==> src/design/erhm_defs.vh <==
// Shared constants for the error history unit: widths, tag codes,
// reset values. Definitions only; included by both design files.
`ifndef ERHM_DEFS_VH
`define ERHM_DEFS_VH

// Monitored address bits (chip-level resolution) and syndrome width
`define ERHM_AW         8
`define ERHM_SW         8
// Stack depth and its index width
`define ERHM_DEPTH      16
`define ERHM_IW         4

// Tag encodings of a stack word
`define ERHM_TAG_SOFT   2'h0
`define ERHM_TAG_FIRM   2'h1
`define ERHM_TAG_HARD   2'h2
`define ERHM_TAG_TWOH   2'h3

// Reset values
`define ERHM_SYN_RST    8'h00
`define ERHM_AD_RST     8'h00
`define ERHM_IDX_RST    4'h0
`define ERHM_VLD_RST    16'h0000

`endif

==> src/design/erhm_match.v <==
// Address comparator for the error history stack.
// Assumes packed address words from the owner of the stack, same clock.
`timescale 1ns/10ps
`include "erhm_defs.vh"

module erhm_match (
    input  wire [`ERHM_DEPTH-1:0]             valid,
    input  wire [`ERHM_DEPTH*`ERHM_AW-1:0]    addr_flat,
    input  wire [`ERHM_AW-1:0]                key,
    output reg                                hit,
    output reg  [`ERHM_IW-1:0]                idx
);

    integer i;

    // Scan from the top so the lowest matching word wins; only one reported
    always @* begin
        hit = 1'b0;
        idx = `ERHM_IDX_RST;
        for (i = `ERHM_DEPTH - 1; i >= 0; i = i - 1) begin
            if (valid[i] && addr_flat[i*`ERHM_AW +: `ERHM_AW] == key) begin
                hit = 1'b1;
                idx = i[`ERHM_IW-1:0];
            end
        end
    end

endmodule // erhm_match

==> src/design/erhm_unit.v <==
// Error history unit: logs error addresses with syndrome and tag, and
// steers the corrector through injection or double complement cycles.
// Assumes the corrector and software run on sys_clk; no synchronisers.
`timescale 1ns/10ps
`include "erhm_defs.vh"

// Overview of operation
// - With integrity mode off, a double error matching a firm-tagged word injects the stored syndrome into the corrector.
// - The injected syndrome stays applied until the corrector reports both errors fixed.
// - With integrity mode off, a double error matching a single hard error record is corrected by injection.
// - With integrity mode on, every detected error is followed by a double complement cycle.
// - A clean double complement result for a double error on a soft-tagged match sets tag 11 and loads the temp syndrome.
// - A double error surviving the double complement on a hard or firm record is unrecoverable.
// - On a two-hard record, a soft double result terminates while a hard result is correctable.
// - On a two-hard record, a temp syndrome unlike the stored one means three or four errors and terminates.
// - A single error on a two-hard record is captured, fixed by double complement and replaces the stored syndrome.
// - Each word has an extra bit marking that more history for it sits in secondary storage.
// - Tag 00 is one soft error, 01 firm; with integrity mode off, a repeat identical single error promotes 00 to 01.
// - Tag 10 is a single hard error and, with integrity mode off, a double error matching it is handled by injection.
module erhm_unit (
    input  wire                  sys_clk,
    input  wire                  rst,
    input  wire                  dc_always,
    input  wire                  err_valid,
    input  wire                  err_single,
    input  wire                  err_double,
    input  wire [`ERHM_AW-1:0]   err_addr,
    input  wire [`ERHM_SW-1:0]   err_syn,
    input  wire                  inj_done,
    input  wire                  dc_done,
    input  wire                  dc_single,
    input  wire                  dc_double,
    input  wire                  sw_wr,
    input  wire [`ERHM_IW-1:0]   sw_idx,
    input  wire [`ERHM_AW-1:0]   sw_addr,
    input  wire [`ERHM_SW-1:0]   sw_syn,
    input  wire [1:0]            sw_tag,
    input  wire                  sw_ext,
    input  wire                  sw_unrec_clr,
    input  wire [`ERHM_IW-1:0]   sw_rd_idx,
    output wire                  inj_en,
    output wire [`ERHM_SW-1:0]   inj_syn,
    output wire                  dc_req,
    output wire                  unrec,
    output wire                  off_req,
    output wire [`ERHM_IW-1:0]   off_idx,
    output wire                  stack_full,
    output wire                  overflow,
    output wire                  busy,
    output wire                  rd_valid,
    output wire [`ERHM_AW-1:0]   rd_addr,
    output wire [`ERHM_SW-1:0]   rd_syn,
    output wire [1:0]            rd_tag,
    output wire                  rd_ext
);

    localparam [2:0] S_IDLE = 3'h0;
    localparam [2:0] S_LOOK = 3'h1;
    localparam [2:0] S_INJ  = 3'h2;
    localparam [2:0] S_DC   = 3'h3;
    localparam [2:0] S_FAIL = 3'h4;

    // Stack storage; contents need no reset, the valid bits gate them
    reg  [`ERHM_AW-1:0]     mem_addr [0:`ERHM_DEPTH-1];
    reg  [`ERHM_SW-1:0]     mem_syn  [0:`ERHM_DEPTH-1];
    reg  [1:0]              mem_tag  [0:`ERHM_DEPTH-1];
    reg  [`ERHM_DEPTH-1:0]  mem_ext;
    reg  [`ERHM_DEPTH-1:0]  valid_q;

    reg  [2:0]              state_q;
    reg  [`ERHM_AW-1:0]     key_q;
    reg  [`ERHM_SW-1:0]     temp_q;
    reg                     dbl_q;
    reg                     inj_en_q;
    reg  [`ERHM_SW-1:0]     inj_syn_q;
    reg                     dc_req_q;
    reg                     unrec_q;
    reg                     off_req_q;
    reg  [`ERHM_IW-1:0]     off_idx_q;
    reg                     overflow_q;
    reg                     rd_valid_q;
    reg  [`ERHM_AW-1:0]     rd_addr_q;
    reg  [`ERHM_SW-1:0]     rd_syn_q;
    reg  [1:0]              rd_tag_q;
    reg                     rd_ext_q;

    // Single write port shared by the sequencer and software
    reg                     we;
    reg  [`ERHM_IW-1:0]     wr_idx;
    reg  [`ERHM_AW-1:0]     wr_addr;
    reg  [`ERHM_SW-1:0]     wr_syn;
    reg  [1:0]              wr_tag;
    reg                     wr_ext;
    reg                     fsm_we;
    reg                     fail;
    reg                     no_room;

    wire [`ERHM_DEPTH*`ERHM_AW-1:0] addr_flat;
    wire                    hit;
    wire [`ERHM_IW-1:0]     m_idx;
    wire [1:0]              m_tag;
    wire [`ERHM_SW-1:0]     m_syn;
    wire [`ERHM_DEPTH-1:0]  soft_vec;
    wire [`ERHM_IW-1:0]     free_idx;
    wire                    free_ok;
    wire                    dc_clean;

    genvar g;

    // Flatten stored addresses and mark words that may be overwritten
    generate
        for (g = 0; g < `ERHM_DEPTH; g = g + 1) begin : g_pack
            assign addr_flat[g*`ERHM_AW +: `ERHM_AW] = mem_addr[g];
            assign soft_vec[g] = ~valid_q[g] | (mem_tag[g] == `ERHM_TAG_SOFT);
        end
    endgenerate

    erhm_match u_match (
        .valid     (valid_q),
        .addr_flat (addr_flat),
        .key       (key_q),
        .hit       (hit),
        .idx       (m_idx)
    );

    assign m_tag    = mem_tag[m_idx];
    assign m_syn    = mem_syn[m_idx];
    assign dc_clean = ~dc_single & ~dc_double;

    // Lowest free or soft-tagged word; hard history is never displaced
    function [`ERHM_IW:0] first_set;
        input [`ERHM_DEPTH-1:0] v;
        integer k;
        begin
            first_set = {1'b0, `ERHM_IDX_RST};
            for (k = `ERHM_DEPTH - 1; k >= 0; k = k - 1) begin
                if (v[k]) begin
                    first_set = {1'b1, k[`ERHM_IW-1:0]};
                end
            end
        end
    endfunction

    assign {free_ok, free_idx} = first_set(soft_vec);

    // Sequencer write decisions, fail detection, then software write
    always @* begin
        fsm_we  = 1'b0;
        fail    = 1'b0;
        no_room = 1'b0;
        wr_idx  = hit ? m_idx : free_idx;
        wr_addr = key_q;
        wr_syn  = hit ? m_syn : temp_q;
        wr_tag  = hit ? m_tag : `ERHM_TAG_SOFT;
        wr_ext  = hit ? mem_ext[m_idx] : 1'b0;
        case (state_q)
            S_LOOK: begin
                if (!dbl_q && !dc_always && !(hit && m_tag == `ERHM_TAG_TWOH)) begin
                    if (!hit) begin
                        fsm_we  = free_ok;
                        no_room = ~free_ok;
                    end else if (m_tag == `ERHM_TAG_SOFT) begin
                        fsm_we = 1'b1;
                        if (m_syn == temp_q) begin
                            wr_tag = `ERHM_TAG_FIRM;
                        end else begin
                            wr_syn = temp_q;
                        end
                    end
                end
            end
            S_DC: begin
                if (dc_done && dbl_q) begin
                    if (dc_double) begin
                        fail = 1'b1;
                    end else if (dc_clean && hit && m_tag == `ERHM_TAG_TWOH) begin
                        fail = (m_syn != temp_q);
                    end else if (dc_clean && (!hit || m_tag == `ERHM_TAG_SOFT)) begin
                        fsm_we  = hit | free_ok;
                        no_room = ~hit & ~free_ok;
                        wr_tag  = `ERHM_TAG_TWOH;
                        wr_syn  = temp_q;
                    end
                end else if (dc_done) begin
                    if (hit && m_tag == `ERHM_TAG_TWOH) begin
                        fsm_we = 1'b1;
                        wr_syn = temp_q;
                        wr_ext = 1'b1;
                    end else if (dc_clean) begin
                        // Clean after complement: the single error is hard
                        fsm_we  = hit | free_ok;
                        no_room = ~hit & ~free_ok;
                        wr_tag  = `ERHM_TAG_HARD;
                        wr_syn  = temp_q;
                    end else if (!hit) begin
                        fsm_we  = free_ok;
                        no_room = ~free_ok;
                    end
                end
            end
            default: begin
                fsm_we = 1'b0;
            end
        endcase
        // Sequencer owns the port; a colliding software write is dropped
        we = fsm_we | (sw_wr & (state_q == S_IDLE));
        if (!fsm_we) begin
            wr_idx  = sw_idx;
            wr_addr = sw_addr;
            wr_syn  = sw_syn;
            wr_tag  = sw_tag;
            wr_ext  = sw_ext;
        end
    end

    // Stack contents
    always @(posedge sys_clk) begin
        if (we) begin
            mem_addr[wr_idx] <= wr_addr;
            mem_syn[wr_idx]  <= wr_syn;
            mem_tag[wr_idx]  <= wr_tag;
        end
    end

    // Valid and extension bits need a known value after reset
    always @(posedge sys_clk or posedge rst) begin
        if (rst) begin
            valid_q <= `ERHM_VLD_RST;
            mem_ext <= `ERHM_VLD_RST;
        end else if (we) begin
            valid_q[wr_idx] <= 1'b1;
            mem_ext[wr_idx] <= wr_ext;
        end
    end

    // Main sequencer: capture, look up, inject or complement, fail
    always @(posedge sys_clk or posedge rst) begin
        if (rst) begin
            state_q    <= S_IDLE;
            key_q      <= `ERHM_AD_RST;
            temp_q     <= `ERHM_SYN_RST;
            dbl_q      <= 1'b0;
            inj_en_q   <= 1'b0;
            inj_syn_q  <= `ERHM_SYN_RST;
            dc_req_q   <= 1'b0;
            off_req_q  <= 1'b0;
            off_idx_q  <= `ERHM_IDX_RST;
            overflow_q <= 1'b0;
        end else begin
            dc_req_q  <= 1'b0;
            off_req_q <= 1'b0;
            if (no_room) begin
                overflow_q <= 1'b1;
            end
            case (state_q)
                S_IDLE: begin
                    if (err_valid && (err_single || err_double)) begin
                        key_q   <= err_addr;
                        temp_q  <= err_syn;
                        dbl_q   <= err_double;
                        state_q <= S_LOOK;
                    end
                end
                S_LOOK: begin
                    if (dbl_q && hit && !dc_always &&
                        (m_tag == `ERHM_TAG_FIRM || m_tag == `ERHM_TAG_HARD)) begin
                        inj_en_q  <= 1'b1;
                        inj_syn_q <= m_syn;
                        state_q   <= S_INJ;
                    end else if (dbl_q || dc_always || (hit && m_tag == `ERHM_TAG_TWOH)) begin
                        dc_req_q <= 1'b1;
                        state_q  <= S_DC;
                    end else begin
                        state_q <= S_IDLE;
                    end
                end
                S_INJ: begin
                    // Held through the second decode pass as well
                    if (inj_done) begin
                        inj_en_q <= 1'b0;
                        state_q  <= S_IDLE;
                    end
                end
                S_DC: begin
                    if (dc_done) begin
                        if (fail) begin
                            state_q <= S_FAIL;
                        end else begin
                            state_q <= S_IDLE;
                        end
                        // Offload request for the word, raised at the same edge that overwrites the old syndrome
                        if (!dbl_q && hit && m_tag == `ERHM_TAG_TWOH) begin
                            off_req_q <= 1'b1;
                            off_idx_q <= m_idx;
                        end
                    end
                end
                S_FAIL: begin
                    if (sw_unrec_clr) begin
                        state_q <= S_IDLE;
                    end
                end
                default: begin
                    state_q <= S_IDLE;
                end
            endcase
        end
    end

    // Unrecoverable flag; a new failure beats a same-cycle clear
    always @(posedge sys_clk or posedge rst) begin
        if (rst) begin
            unrec_q <= 1'b0;
        end else begin
            unrec_q <= (fail & dc_done) | (unrec_q & ~sw_unrec_clr);
        end
    end

    // Registered read-back of one stack word
    always @(posedge sys_clk or posedge rst) begin
        if (rst) begin
            rd_valid_q <= 1'b0;
            rd_addr_q  <= `ERHM_AD_RST;
            rd_syn_q   <= `ERHM_SYN_RST;
            rd_tag_q   <= `ERHM_TAG_SOFT;
            rd_ext_q   <= 1'b0;
        end else begin
            rd_valid_q <= valid_q[sw_rd_idx];
            rd_addr_q  <= mem_addr[sw_rd_idx];
            rd_syn_q   <= mem_syn[sw_rd_idx];
            rd_tag_q   <= mem_tag[sw_rd_idx];
            rd_ext_q   <= mem_ext[sw_rd_idx];
        end
    end

    reg stack_full_q;
    reg busy_q;

    // Status flags registered so every output leaves a flop
    always @(posedge sys_clk or posedge rst) begin
        if (rst) begin
            stack_full_q <= 1'b0;
            busy_q       <= 1'b0;
        end else begin
            stack_full_q <= &valid_q;
            busy_q       <= (state_q != S_IDLE) | err_valid;
        end
    end

    assign inj_en     = inj_en_q;
    assign inj_syn    = inj_syn_q;
    assign dc_req     = dc_req_q;
    assign unrec      = unrec_q;
    assign off_req    = off_req_q;
    assign off_idx    = off_idx_q;
    assign stack_full = stack_full_q;
    assign overflow   = overflow_q;
    assign busy       = busy_q;
    assign rd_valid   = rd_valid_q;
    assign rd_addr    = rd_addr_q;
    assign rd_syn     = rd_syn_q;
    assign rd_tag     = rd_tag_q;
    assign rd_ext     = rd_ext_q;

endmodule // erhm_unit

==> config.mk <==
export PLATFORM = sky130hd
export DESIGN_NAME = erhm_unit
export DESIGN_NICKNAME = d
export VERILOG_FILES = /design/src/design/erhm_match.v /design/src/design/erhm_unit.v
export VERILOG_INCLUDE_DIRS = /design/src /design/src/design
export SDC_FILE = /design/constraint.sdc
export NUM_CORES = 1
export LEC_CHECK = 0
export BUFFER_PORTS_ARGS = -buffer_cell sky130_fd_sc_hd__buf_2
export CAP_MARGIN = 5
export CORE_ASPECT_RATIO = 1.25
export CORE_MARGIN = 2
export CORE_UTILIZATION = 45
export CTS_CLUSTER_DIAMETER = 30
export CTS_CLUSTER_SIZE = 14
export DETAILED_ROUTE_END_ITERATION = 12
export PLACE_DENSITY_LB_ADDON = 0.2
export SYNTH_ARGS = -nofsm -noshare
export SYNTH_HDL_FRONTEND = slang
export SYNTH_SLANG_ARGS = --single-unit
==> constraint.sdc <==
create_clock -name sys_clk -period 8.8 [get_ports sys_clk]
set_clock_uncertainty 0.15 [all_clocks]
set_input_delay 0.88 -clock sys_clk [delete_from_list [all_inputs] [get_ports sys_clk]]
set_output_delay 0.88 -clock sys_clk [all_outputs]
set_load 0.05 [all_outputs]
; ---- Word level (Yosys, flattened, before mapping)
; Memories as Yosys holds them, arrays and structs flattened. A register that Yosys moved wholly into a read port is not among the register bits.
; Cells that the tools add are included.
[word_totals]
regBits = 73
ramBits = 288
in_bits = 55
out_inout_bits = 39
wordCells = 305
n_memories = 3
[classes]
magnitude_cmp = 4
eq_ne = 30
n_mux = 139
n_bitwise = 47
n_reduce_logical = 65
[mem_list]
columns = memory, depth, width, rd, rd_ports_with_merged_regs, wr, line
row1 = mem_addr, 16, 8, 17, 1, 1, erhm_unit.v:64  ; reg [`ERHM_AW-1:0] mem_addr [0:`ERHM_DEPTH-1];
row2 = mem_syn, 16, 8, 2, 1, 1, erhm_unit.v:65  ; reg [`ERHM_SW-1:0] mem_syn [0:`ERHM_DEPTH-1];
row3 = mem_tag, 16, 2, 18, 1, 1, erhm_unit.v:66  ; reg [1:0] mem_tag [0:`ERHM_DEPTH-1];
[ops]
columns = operator, count
row1 = equality test 8 bit, 17
row2 = 2-to-1 mux 8 bit, 14
row3 = 2-to-1 mux 5 bit, 16
row4 = 2-to-1 mux 4 bit, 18
row5 = 2-to-1 mux 1 bit, 60
row6 = logical NOT 2 bit, 17
row7 = logical AND 1 bit, 30
row8 = 2-to-1 mux 2 bit, 15
row9 = inverter 1 bit, 21
row10 = OR 1 bit, 20
row11 = bitwise mux 16 bit, 1
row12 = OR 16 bit, 1
row13 = one-hot mux 8 bit (2 select lines), 1
row14 = AND reduction 16 bit, 1
row15 = less-than comparator 4 x 5 -> 1 bit (second input constant), 3
row16 = 2-to-1 mux 3 bit, 5
row17 = one-hot mux 3 bit (5 select lines), 1
row18 = binary-select mux 1 bit (select 4 bit), 3
row19 = != test 2 bit (second input constant), 4
row20 = != test 8 bit, 1
row21 = equality test 3 x 2 -> 1 bit (second input constant), 2
row22 = one-hot mux 1 bit (2 select lines), 3
row23 = AND reduction 3 bit, 2
row24 = bitwise AND 1 bit, 5
row25 = 15 further kinds, 24

; ---- Depth between registers and ports, before layout
; Gate-level depths: netlist of the first run.
; An unclocked memory read counts as a cell.
[depth]
word_depth = 34
depth_mapped = 30
depth_no_buf = 23

; ---- Cells and area by module
; Synthesis of the first run repeated with hierarchy kept, for this count alone.
[hier_totals]
hier_cells = 1166
hier_area_um2 = 18835.6
[by_module_without_submodules]
columns = mod, instances, cells_each, area_each_um2, seq_area_each_um2
row1 = erhm_unit, 1, 929, 17030.1, 10925.5
row2 = erhm_match, 1, 237, 1805.5, 0.0

; ---- Worst setup path before layout of the first run
; Ideal clock, no wire load.
[synth_timing]
path_kind = register -> register
from = reg key_q[7]
to = reg mem_ext[10]
setup_ns = 0.125
arrival_ns = 6.255
required_time_ns = 8.525
slack_ns = 2.270
path_stages_with_launch = 31
n_path_buf = 7
path_cell_list = dfrtp_1 > buf_6 > buf_8 > xnor2_1 > nand3_1 > nor3_2 > nor2_1 > o32ai_1 > a21oi_1 > buf_2 > buf_4 > buf_2 > buf_1 > nand2_1 > nand2_1 > o211ai_1 > o21ai_0 > o21ai_0 > inv_1 > ha_1 > nand2b_1 > a211o_1 > a31oi_1 > a32o_1 > and2_2 > buf_6 > nor2_1 > a31oi_2 > nand2_1 > nor2_1 > mux2_2
[synth_between]
elab_chain_len = 33
[synth_rtl]
columns = item, line
row1 = start: declaration, erhm_unit.v:71  ; reg [`ERHM_AW-1:0] key_q;
row2 = start signal: assignment, erhm_unit.v:240  ; key_q <= `ERHM_AD_RST;
row3 = start signal: assignment, erhm_unit.v:258  ; key_q <= err_addr;
row4 = equality test 8 bit, erhm_match.v:21  ; if (valid[i] && addr_flat[i*`ERHM_AW +: `ERHM_AW] == key) begin
row5 = logical AND 1 bit, erhm_match.v:21
row6 = 2-to-1 mux 4 bit (16 in series), erhm_match.v:21
row7 = memory (16 x 2 bit), -
row8 = logical NOT 2 bit (no line), -
row9 = logical OR 1 bit (no line), -
row10 = logical AND 1 bit, erhm_unit.v:178  ; end else if (dc_clean && (!hit || m_tag == `ERHM_TAG_SOFT)) begin
row11 = 2-to-1 mux 1 bit, erhm_unit.v:178
row12 = [2 not listed], -
row13 = 2-to-1 mux 1 bit, erhm_unit.v:173  ; if (dc_done && dbl_q) begin
row14 = one-hot mux 1 bit (2 select lines), erhm_unit.v:156  ; case (state_q)
row15 = 2-to-1 mux 4 bit, erhm_unit.v:207  ; if (!fsm_we) begin
row16 = less-than comparator 4 x 5 -> 1 bit (implied by the code) or >= comparator 4 x 1 -> 1 bit (tied branches), erhm_unit.v:232  ; mem_ext[wr_idx] <= wr_ext;
row17 = logical AND 1 bit (implied by the code), erhm_unit.v:232
row18 = 2-to-1 mux 1 bit (implied by the code), erhm_unit.v:232
row19 = demux 1 bit (select 4 bit), erhm_unit.v:232
row20 = bitwise mux 16 bit, erhm_unit.v:232
row21 = end signal: assignment, erhm_unit.v:229  ; mem_ext <= `ERHM_VLD_RST;
row22 = end signal: indexed assignment, erhm_unit.v:232
row23 = end: declaration, erhm_unit.v:67  ; reg [`ERHM_DEPTH-1:0] mem_ext;
; Several ways; a longest one is shown, not always the timed one. The select of a mux whose other input is x is not followed.
; A chain may end at the register's enable or synchronous reset.

; ---- Worst setup path after layout of the first run
[layout_timing]
from = reg key_q[5]
to = mem mem_syn[8][1] in the netlist's numbering, enable pin
[layout_between]
elab_chain_len = 30
[layout_rtl]
columns = item, line
row1 = equality test 8 bit, erhm_match.v:21
row2 = logical AND 1 bit, erhm_match.v:21
row3 = 2-to-1 mux 4 bit (16 in series), erhm_match.v:21
row4 = memory (16 x 2 bit), -
row5 = logical NOT 2 bit (no line), -
row6 = logical OR 1 bit (no line), -
row7 = logical AND 1 bit, erhm_unit.v:178
row8 = 2-to-1 mux 1 bit, erhm_unit.v:178
row9 = 2-to-1 mux 1 bit, erhm_unit.v:176  ; end else if (dc_clean && hit && m_tag == `ERHM_TAG_TWOH) begin
row10 = 2-to-1 mux 1 bit, erhm_unit.v:174  ; if (dc_double) begin
row11 = 2-to-1 mux 1 bit, erhm_unit.v:173
row12 = one-hot mux 1 bit (2 select lines), erhm_unit.v:156
row13 = OR 1 bit, erhm_unit.v:206  ; we = fsm_we | (sw_wr & (state_q == S_IDLE));
row14 = 2-to-1 mux 1 bit, erhm_unit.v:218  ; if (we) begin
row15 = 2-to-1 mux 1 bit (implied by the code), erhm_unit.v:220  ; mem_syn[wr_idx] <= wr_syn;
row16 = end: declaration, erhm_unit.v:65
; Several ways; a longest one is shown, not always the timed one.

==> metrics.txt, run 1 <==
CTS root buffer=clkbuf_16; async set-or-reset flop fraction in the synthesized netlist=24.01%; layout cells sized above 1=29.77%; post-synthesis cell area=0.01963 mm^2; Resized cells post-CTS=0; Final period util=83.72%; initial antenna violation count=0; minimum clock period=7367 ps; num rows=85; Max IR drop VDD=0.1953 mV; vias=13060; Main synth FF type=edfxtp_1; final setup vio count=0; Final Hold Fails=0; PortBufs=93; Synth Register Bits=379; filler cell count=3531; Die Wd=190.8 um; clock edge transition at the registers on the reported setup and hold paths=50 ps; Routed WL=57520 um; syn_nets=1478; Max Slew Vio Count=0; Hold Path Class=input pin to asynchronous set/reset pin; Post-CTS Setup Inserts=0; critical path class=flip-flop to flip-flop; Max-Cap Viols=0; DIE AREA=0.04531 mm^2; ANT cells=0; Seq/Total Area, Yosys=55.66%; GRT Resource Usage Total=26.01%; PwrDens=338.2 mW/mm^2; first-pass GRT wire length=85910 um; GRT overflow=0; vias in the first global route=13400; outcome=completed; clock net sink count=379; worst endpoint required time=8860 ps; final net count=1603; htree depth=3; Least-Margin Pin Slew=1102 ps; syn_area_per_cell=13.81 um^2; CTS Hold Bufs=0; nature of the critical path startpoint=flip-flop; FMAX=135.7 MHz; IO Pins=94; post-synth cell types=83; P&R area growth vs syn=18.78%; Yosys Warn Count=0; vias per cell=6.009; Starting Density=45.57%; post-route ant nets=0; clk_lat worst skew=610 ps; TritonCTS clock tree=built; Placer Congestion=0.9269; largest net degree at the start of global routing=56; CP Capture Type=flip-flop; DRC Markers=0; average wire per standard cell=26.46 um; CTS Buffer Depth=3; First-pass DRT Iterations=6; die height=237.5 um; Place WS=1532 ps; HPWL after DPL=38830 um; CP Max Fanout=23; RSZ-0062 raised after global routing=no; EDFF count, synth=288; final setup margin=1433 ps; Static Leak=8.273 nW; initial drt markers=1224; Worst Path Arrival=7430 ps; total CTS buffers=76; core outline area=0.04307 mm^2; Gate Count Post-Synth=1421; setup TNS=0 ps; relative slew slack=26.06%; R2R setup slack=1430 ps
==> Yosys cell counts, drive strengths merged (22+ instances only) <==
cell | count | area share [%]
dfrtp | 91 | 12
buf | 53 | 2.3
mux2 | 63 | 3.6
nor2 | 56 | 1.2
xnor2 | 128 | 6.0
nand2 | 155 | 3.0
nand3 | 40 | 1.1
mux2i | 49 | 2.5
o21ai | 64 | 1.7
clkbuf | 32 | 0.61
edfxtp | 288 | 44
mux4 | 100 | 11
nor3 | 28 | 0.87
a21oi | 22 | 0.56
nand4 | 27 | 0.86
==> critical path, stage by stage, from the launching register on <==
cell,delay (ps)
dfrtp_1,1000
xnor2_1,210
nand3_1,210
nor3_2,410
nor2_1,120
o32ai_1,510
a21oi_4,180
nand2_1,120
nand2_1,60
o211ai_1,140
o21ai_0,100
o21ai_0,340
inv_1,80
ha_1,280
nand2b_1,200
a211o_1,300
a31oi_1,250
a32o_1,180
and2_2,260
buf_4,290
a32o_1,230
nand2_1,150
or3_1,400
inv_1,760
==> worst paths after layout <==
path	to	startpoint	depth (start not counted)
max in group asynchronous	key_q[0]	rst	3
min in group sys_clk	unrec	sw_unrec_clr	2
worst max register to register	mem_syn[8][1]	key_q[5]	23
worst max-delay path	mem_syn[8][1]	key_q[5]	23
worst min-delay path	rd_tag[0]	rst	2
worst min register to register	off_idx[2]	off_idx[2]	2
==> flip-flops by register name, indices dropped and copies added (netlist names), 2 cells and up <==
name      cells
rd_syn        8
state_q       3
mem_addr    128
valid_q      16
rd_addr       8
mem_syn     128
temp_q        8
inj_syn       8
rd_tag        2
mem_tag      32
key_q         8
mem_ext      16
off_idx       4
==> power breakdown <==
part	switching, mW	leakage, nW	internal (mW)
Clock	1.01	1.31	2.03
Combinational	1.31	3.25	0.804
Sequential	0.358	3.72	2.37
Total	2.69	8.27	5.20
==> per-layer routing <==
layer	routed length [um]	global-route usage, %
met1	23070	33.48
met2	28170	42.87
met3	4047	5.005
met4	2228	11.25
met5	0	0
==> cells by family after synthesis <==
logic type	Yosys count	synth area share, %
and+or+nand+nor	387	9.868
DFF	379	55.66
muxes	212	17.59
AOI/OAI and AO/OA	202	7.172
xor gates and xnor gates	135	6.292
buffers and inverters	104	3.289
adders and majority gates	2	0.1275
==> metrics by stage <==
step	hold slack, ps	power, mW	area, um^2	std cells	utilization, %
finish	270.3	7.885	23310	2174	54.13
CTS	284.3	7.913	23310	2174	54.13
floorplan	316.9	4.218	19630	1421	-
global route	330.8	8.203	23310	2174	54.13
detailed placement	316.2	4.850	20580	2033	47.78
global placement	310.8	4.823	20580	2033	47.78
==> placed cells by master, fill, tap and decap left out, types with 18 or more instances in the layout <==
cell and n:
edfxtp_1 288, nand2_1 155, xnor2_1 121, mux4_2 100, dfrtp_1 91, buf_2 91, clkbuf_16 79, o21ai_0 56
mux2_2 50, mux2i_1 49, nor2_1 43, buf_4 41, nand3_1 38, nand4_1 27, nor3_1 21, a21oi_1 21
o22ai_1 19, inv_1 18
==> cell type report <==
cell class	count	area [um^2]	area share (%)
inverters	19	73.82	0.3166
clock buffers	90	2068	8.871
well taps	565	706.9	3.032
clock inverters	51	664.4	2.850
flip-flops and latches	379	10930	46.86
multi-input cells	938	8112	34.79
repair buffers	132	763.2	3.274
No activity file was read; power rests on OpenSTA's default activity.
==> run 2, diff against run 1 <==
- clock period: 8.8 -> 7.2 ns (I/O delays scaled with it)
==> run 2 against run 1 <==
Compared with the run above:
- first-iteration DRC count fell by 11%
- non-clock buffer count is 34 higher
- maximum frequency is 7.6% higher
- clock power is 18% higher
==> metrics.txt, run 2 (synthesized netlist as in run 1, its figures left out) <==
final setup vio count=0 (unchanged); FMAX=146.1 MHz (was 135.7 MHz); nature of the critical path startpoint=flip-flop (unchanged); clock net sink count=379 (unchanged); htree depth=3 (unchanged); Comb pwr share=28.7% (was 26.9%); clk_lat worst skew=600 ps (was 610 ps); commonest cells after routing, fill and taps aside=edfxtp_1 (288), nand2_1 (155), xnor2_1 (121) (unchanged); PwrDens=408.3 mW/mm^2 (was 338.2 mW/mm^2); Die Wd=190.8 um (unchanged); initial drt markers=1095 (was 1224); Least-Margin Pin Slew=1244 ps (was 1102 ps); Sequential Power Share=33.8% (was 34.6%); First-pass DRT Iterations=6 (unchanged); vias=13340 (was 13060); critical path class=flip-flop to flip-flop (unchanged); outcome=completed (unchanged); Resized cells post-CTS=0 (unchanged); commonest non-fill, non-tap cell in the layout=edfxtp_1 (unchanged); TritonCTS clock tree=built (unchanged); Max-Cap Viols=0 (unchanged); crit path launch=key_q[1] (was key_q[5]); P&R area growth vs syn=19.77% (was 18.78%); final setup margin=356.1 ps (was 1433 ps); average wire per standard cell=26.20 um (was 26.46 um); sw power=3.302 mW (was 2.687 mW); vias in the first global route=13920 (was 13400); Static Leak=8.413 nW (was 8.273 nW); Worst Path Arrival=6900 ps (was 7430 ps); Max IR drop VDD=0.3024 mV (was 0.1953 mV); GRT overflow=0 (unchanged); worst reg2reg path startpoint=key_q[1] (was key_q[5]); num rows=85 (unchanged); DRC Markers=0 (unchanged); Final period util=95.05% (was 83.72%); Max Slew Vio Count=0 (unchanged); largest net degree at the start of global routing=56 (unchanged); Post-CTS Setup Inserts=0 (unchanged); CTS Buffer Depth=3 (unchanged); total CTS buffers=79 (was 76); CP Max Fanout=39 (was 23); switching share of power=34.40% (was 34.07%); Routed WL=57980 um (was 57520 um); core outline area=0.04307 mm^2 (unchanged); CP Capture Type=flip-flop (unchanged); clock edge transition at the registers on the reported setup and hold paths=50 ps (about the same); Placer Congestion=0.9423 (was 0.9269); ANT cells=0 (unchanged); Int Pwr=6.297 mW (was 5.198 mW); Clk network pwr share=37.4% (was 38.6%); Final Hold Fails=0 (unchanged); PortBufs=93 (unchanged); RSZ-0062 raised after global routing=no (unchanged); first-pass GRT wire length=86950 um (was 85910 um); IO Pins=94 (unchanged); layout cells sized above 1=31.01% (was 29.77%); minimum clock period=6844 ps (was 7367 ps); setup TNS=0 ps (unchanged); Place WS=470.6 ps (was 1532 ps); CTS root buffer=clkbuf_16 (unchanged); die height=237.5 um (unchanged); vias per cell=6.027 (was 6.009); placed cells=2066 (was 2033); worst endpoint required time=7260 ps (was 8860 ps); post-route ant nets=0 (unchanged); DIE AREA=0.04531 mm^2 (unchanged); CTS Hold Bufs=0 (unchanged); Hold Path Class=input pin to asynchronous set/reset pin (unchanged); final std cells w/o fill=2213 (was 2174); relative slew slack=16.49% (was 26.06%); final net count=1640 (was 1603); initial antenna violation count=0 (unchanged); GRT Resource Usage Total=26.16% (was 26.01%); HPWL after DPL=40350 um (was 38830 um); Starting Density=45.57% (unchanged); biggest regs=mem_addr x128, mem_syn x128, mem_tag x32 (unchanged)
## run 2: cell types whose count changed in the layout (fill, tap and decap cells not counted), sizes merged
cell      change
inv           -1
bufinv        -4
clkinvlp      +2
clkbuf        +2
clkinv        +6
buf          +34
## run 2: final timing paths
kind / endpoint / slack (ps) / depth (start not counted)
max in group asynchronous: rd_addr[6] / 5630 / 3
min in group sys_clk: unrec / 180 / 2
min reg2reg: inj_syn[4] / 320 / 2
max reg2reg: mem_syn[11][5] / 360 / 17
min: valid_q[14] / 50 / 2
max: mem_syn[11][5] / 360 / 17
## run 2: area by class of cell
type                       count  area, um^2
fill                        3550       19560
sequential                   379       10930
timing repair buffer         166        1044
inverter                      19       73.82
tap                          565       706.9
multi-input combinational    938        8105
clock buffer                  92        2098
clock inverter                54       555.5
## run 2: per-stage QoR
stage	total power, mW	util (%)	hold slack, ps	area, um^2
after detailed placement	6.011	48.40	316.5	20850
after floorplan	5.155	-	316.9	19630
after CTS	9.627	54.56	43.73	23500
final	9.599	54.58	46.74	23510
after global placement	5.990	48.40	307.5	20850
after global routing	9.984	54.58	83.80	23510
## run 2: worst max-delay path, cell delays in order, from the launching register on
cell	delay, ps
dfrtp_1	890
xnor2_1	300
nand4_1	160
nor3_1	100
or4_1	480
o211ai_1	220
o31a_2	380
buf_4	480
nand2b_1	320
o22ai_1	140
a221oi_1	520
mux2_2	410
xnor2_1	150
nand4_1	190
nor4_4	180
buf_4	250
mux2i_1	100
o21ai_1	950
## run 2: metal layers
metal / track usage (%) / up-vias / share of wire [%]
met5: 0 / - / 0
met4: 11.56 / 0 / 3.8
met3: 4.208 / 141 / 7.1
met2: 44.42 / 599 / 50
met1: 32.95 / 6776 / 39
li1: - / 5821 / -
## run 2: power by group through the flow
stage	logic [mW]	registers (mW)	clock network, mW
after floorplan	1.94	3.22	0
after global placement	2.72	3.27	0
after detailed placement	2.74	3.28	0
after CTS	2.75	3.24	3.64
after global routing	2.97	3.28	3.74
final	2.76	3.25	3.59
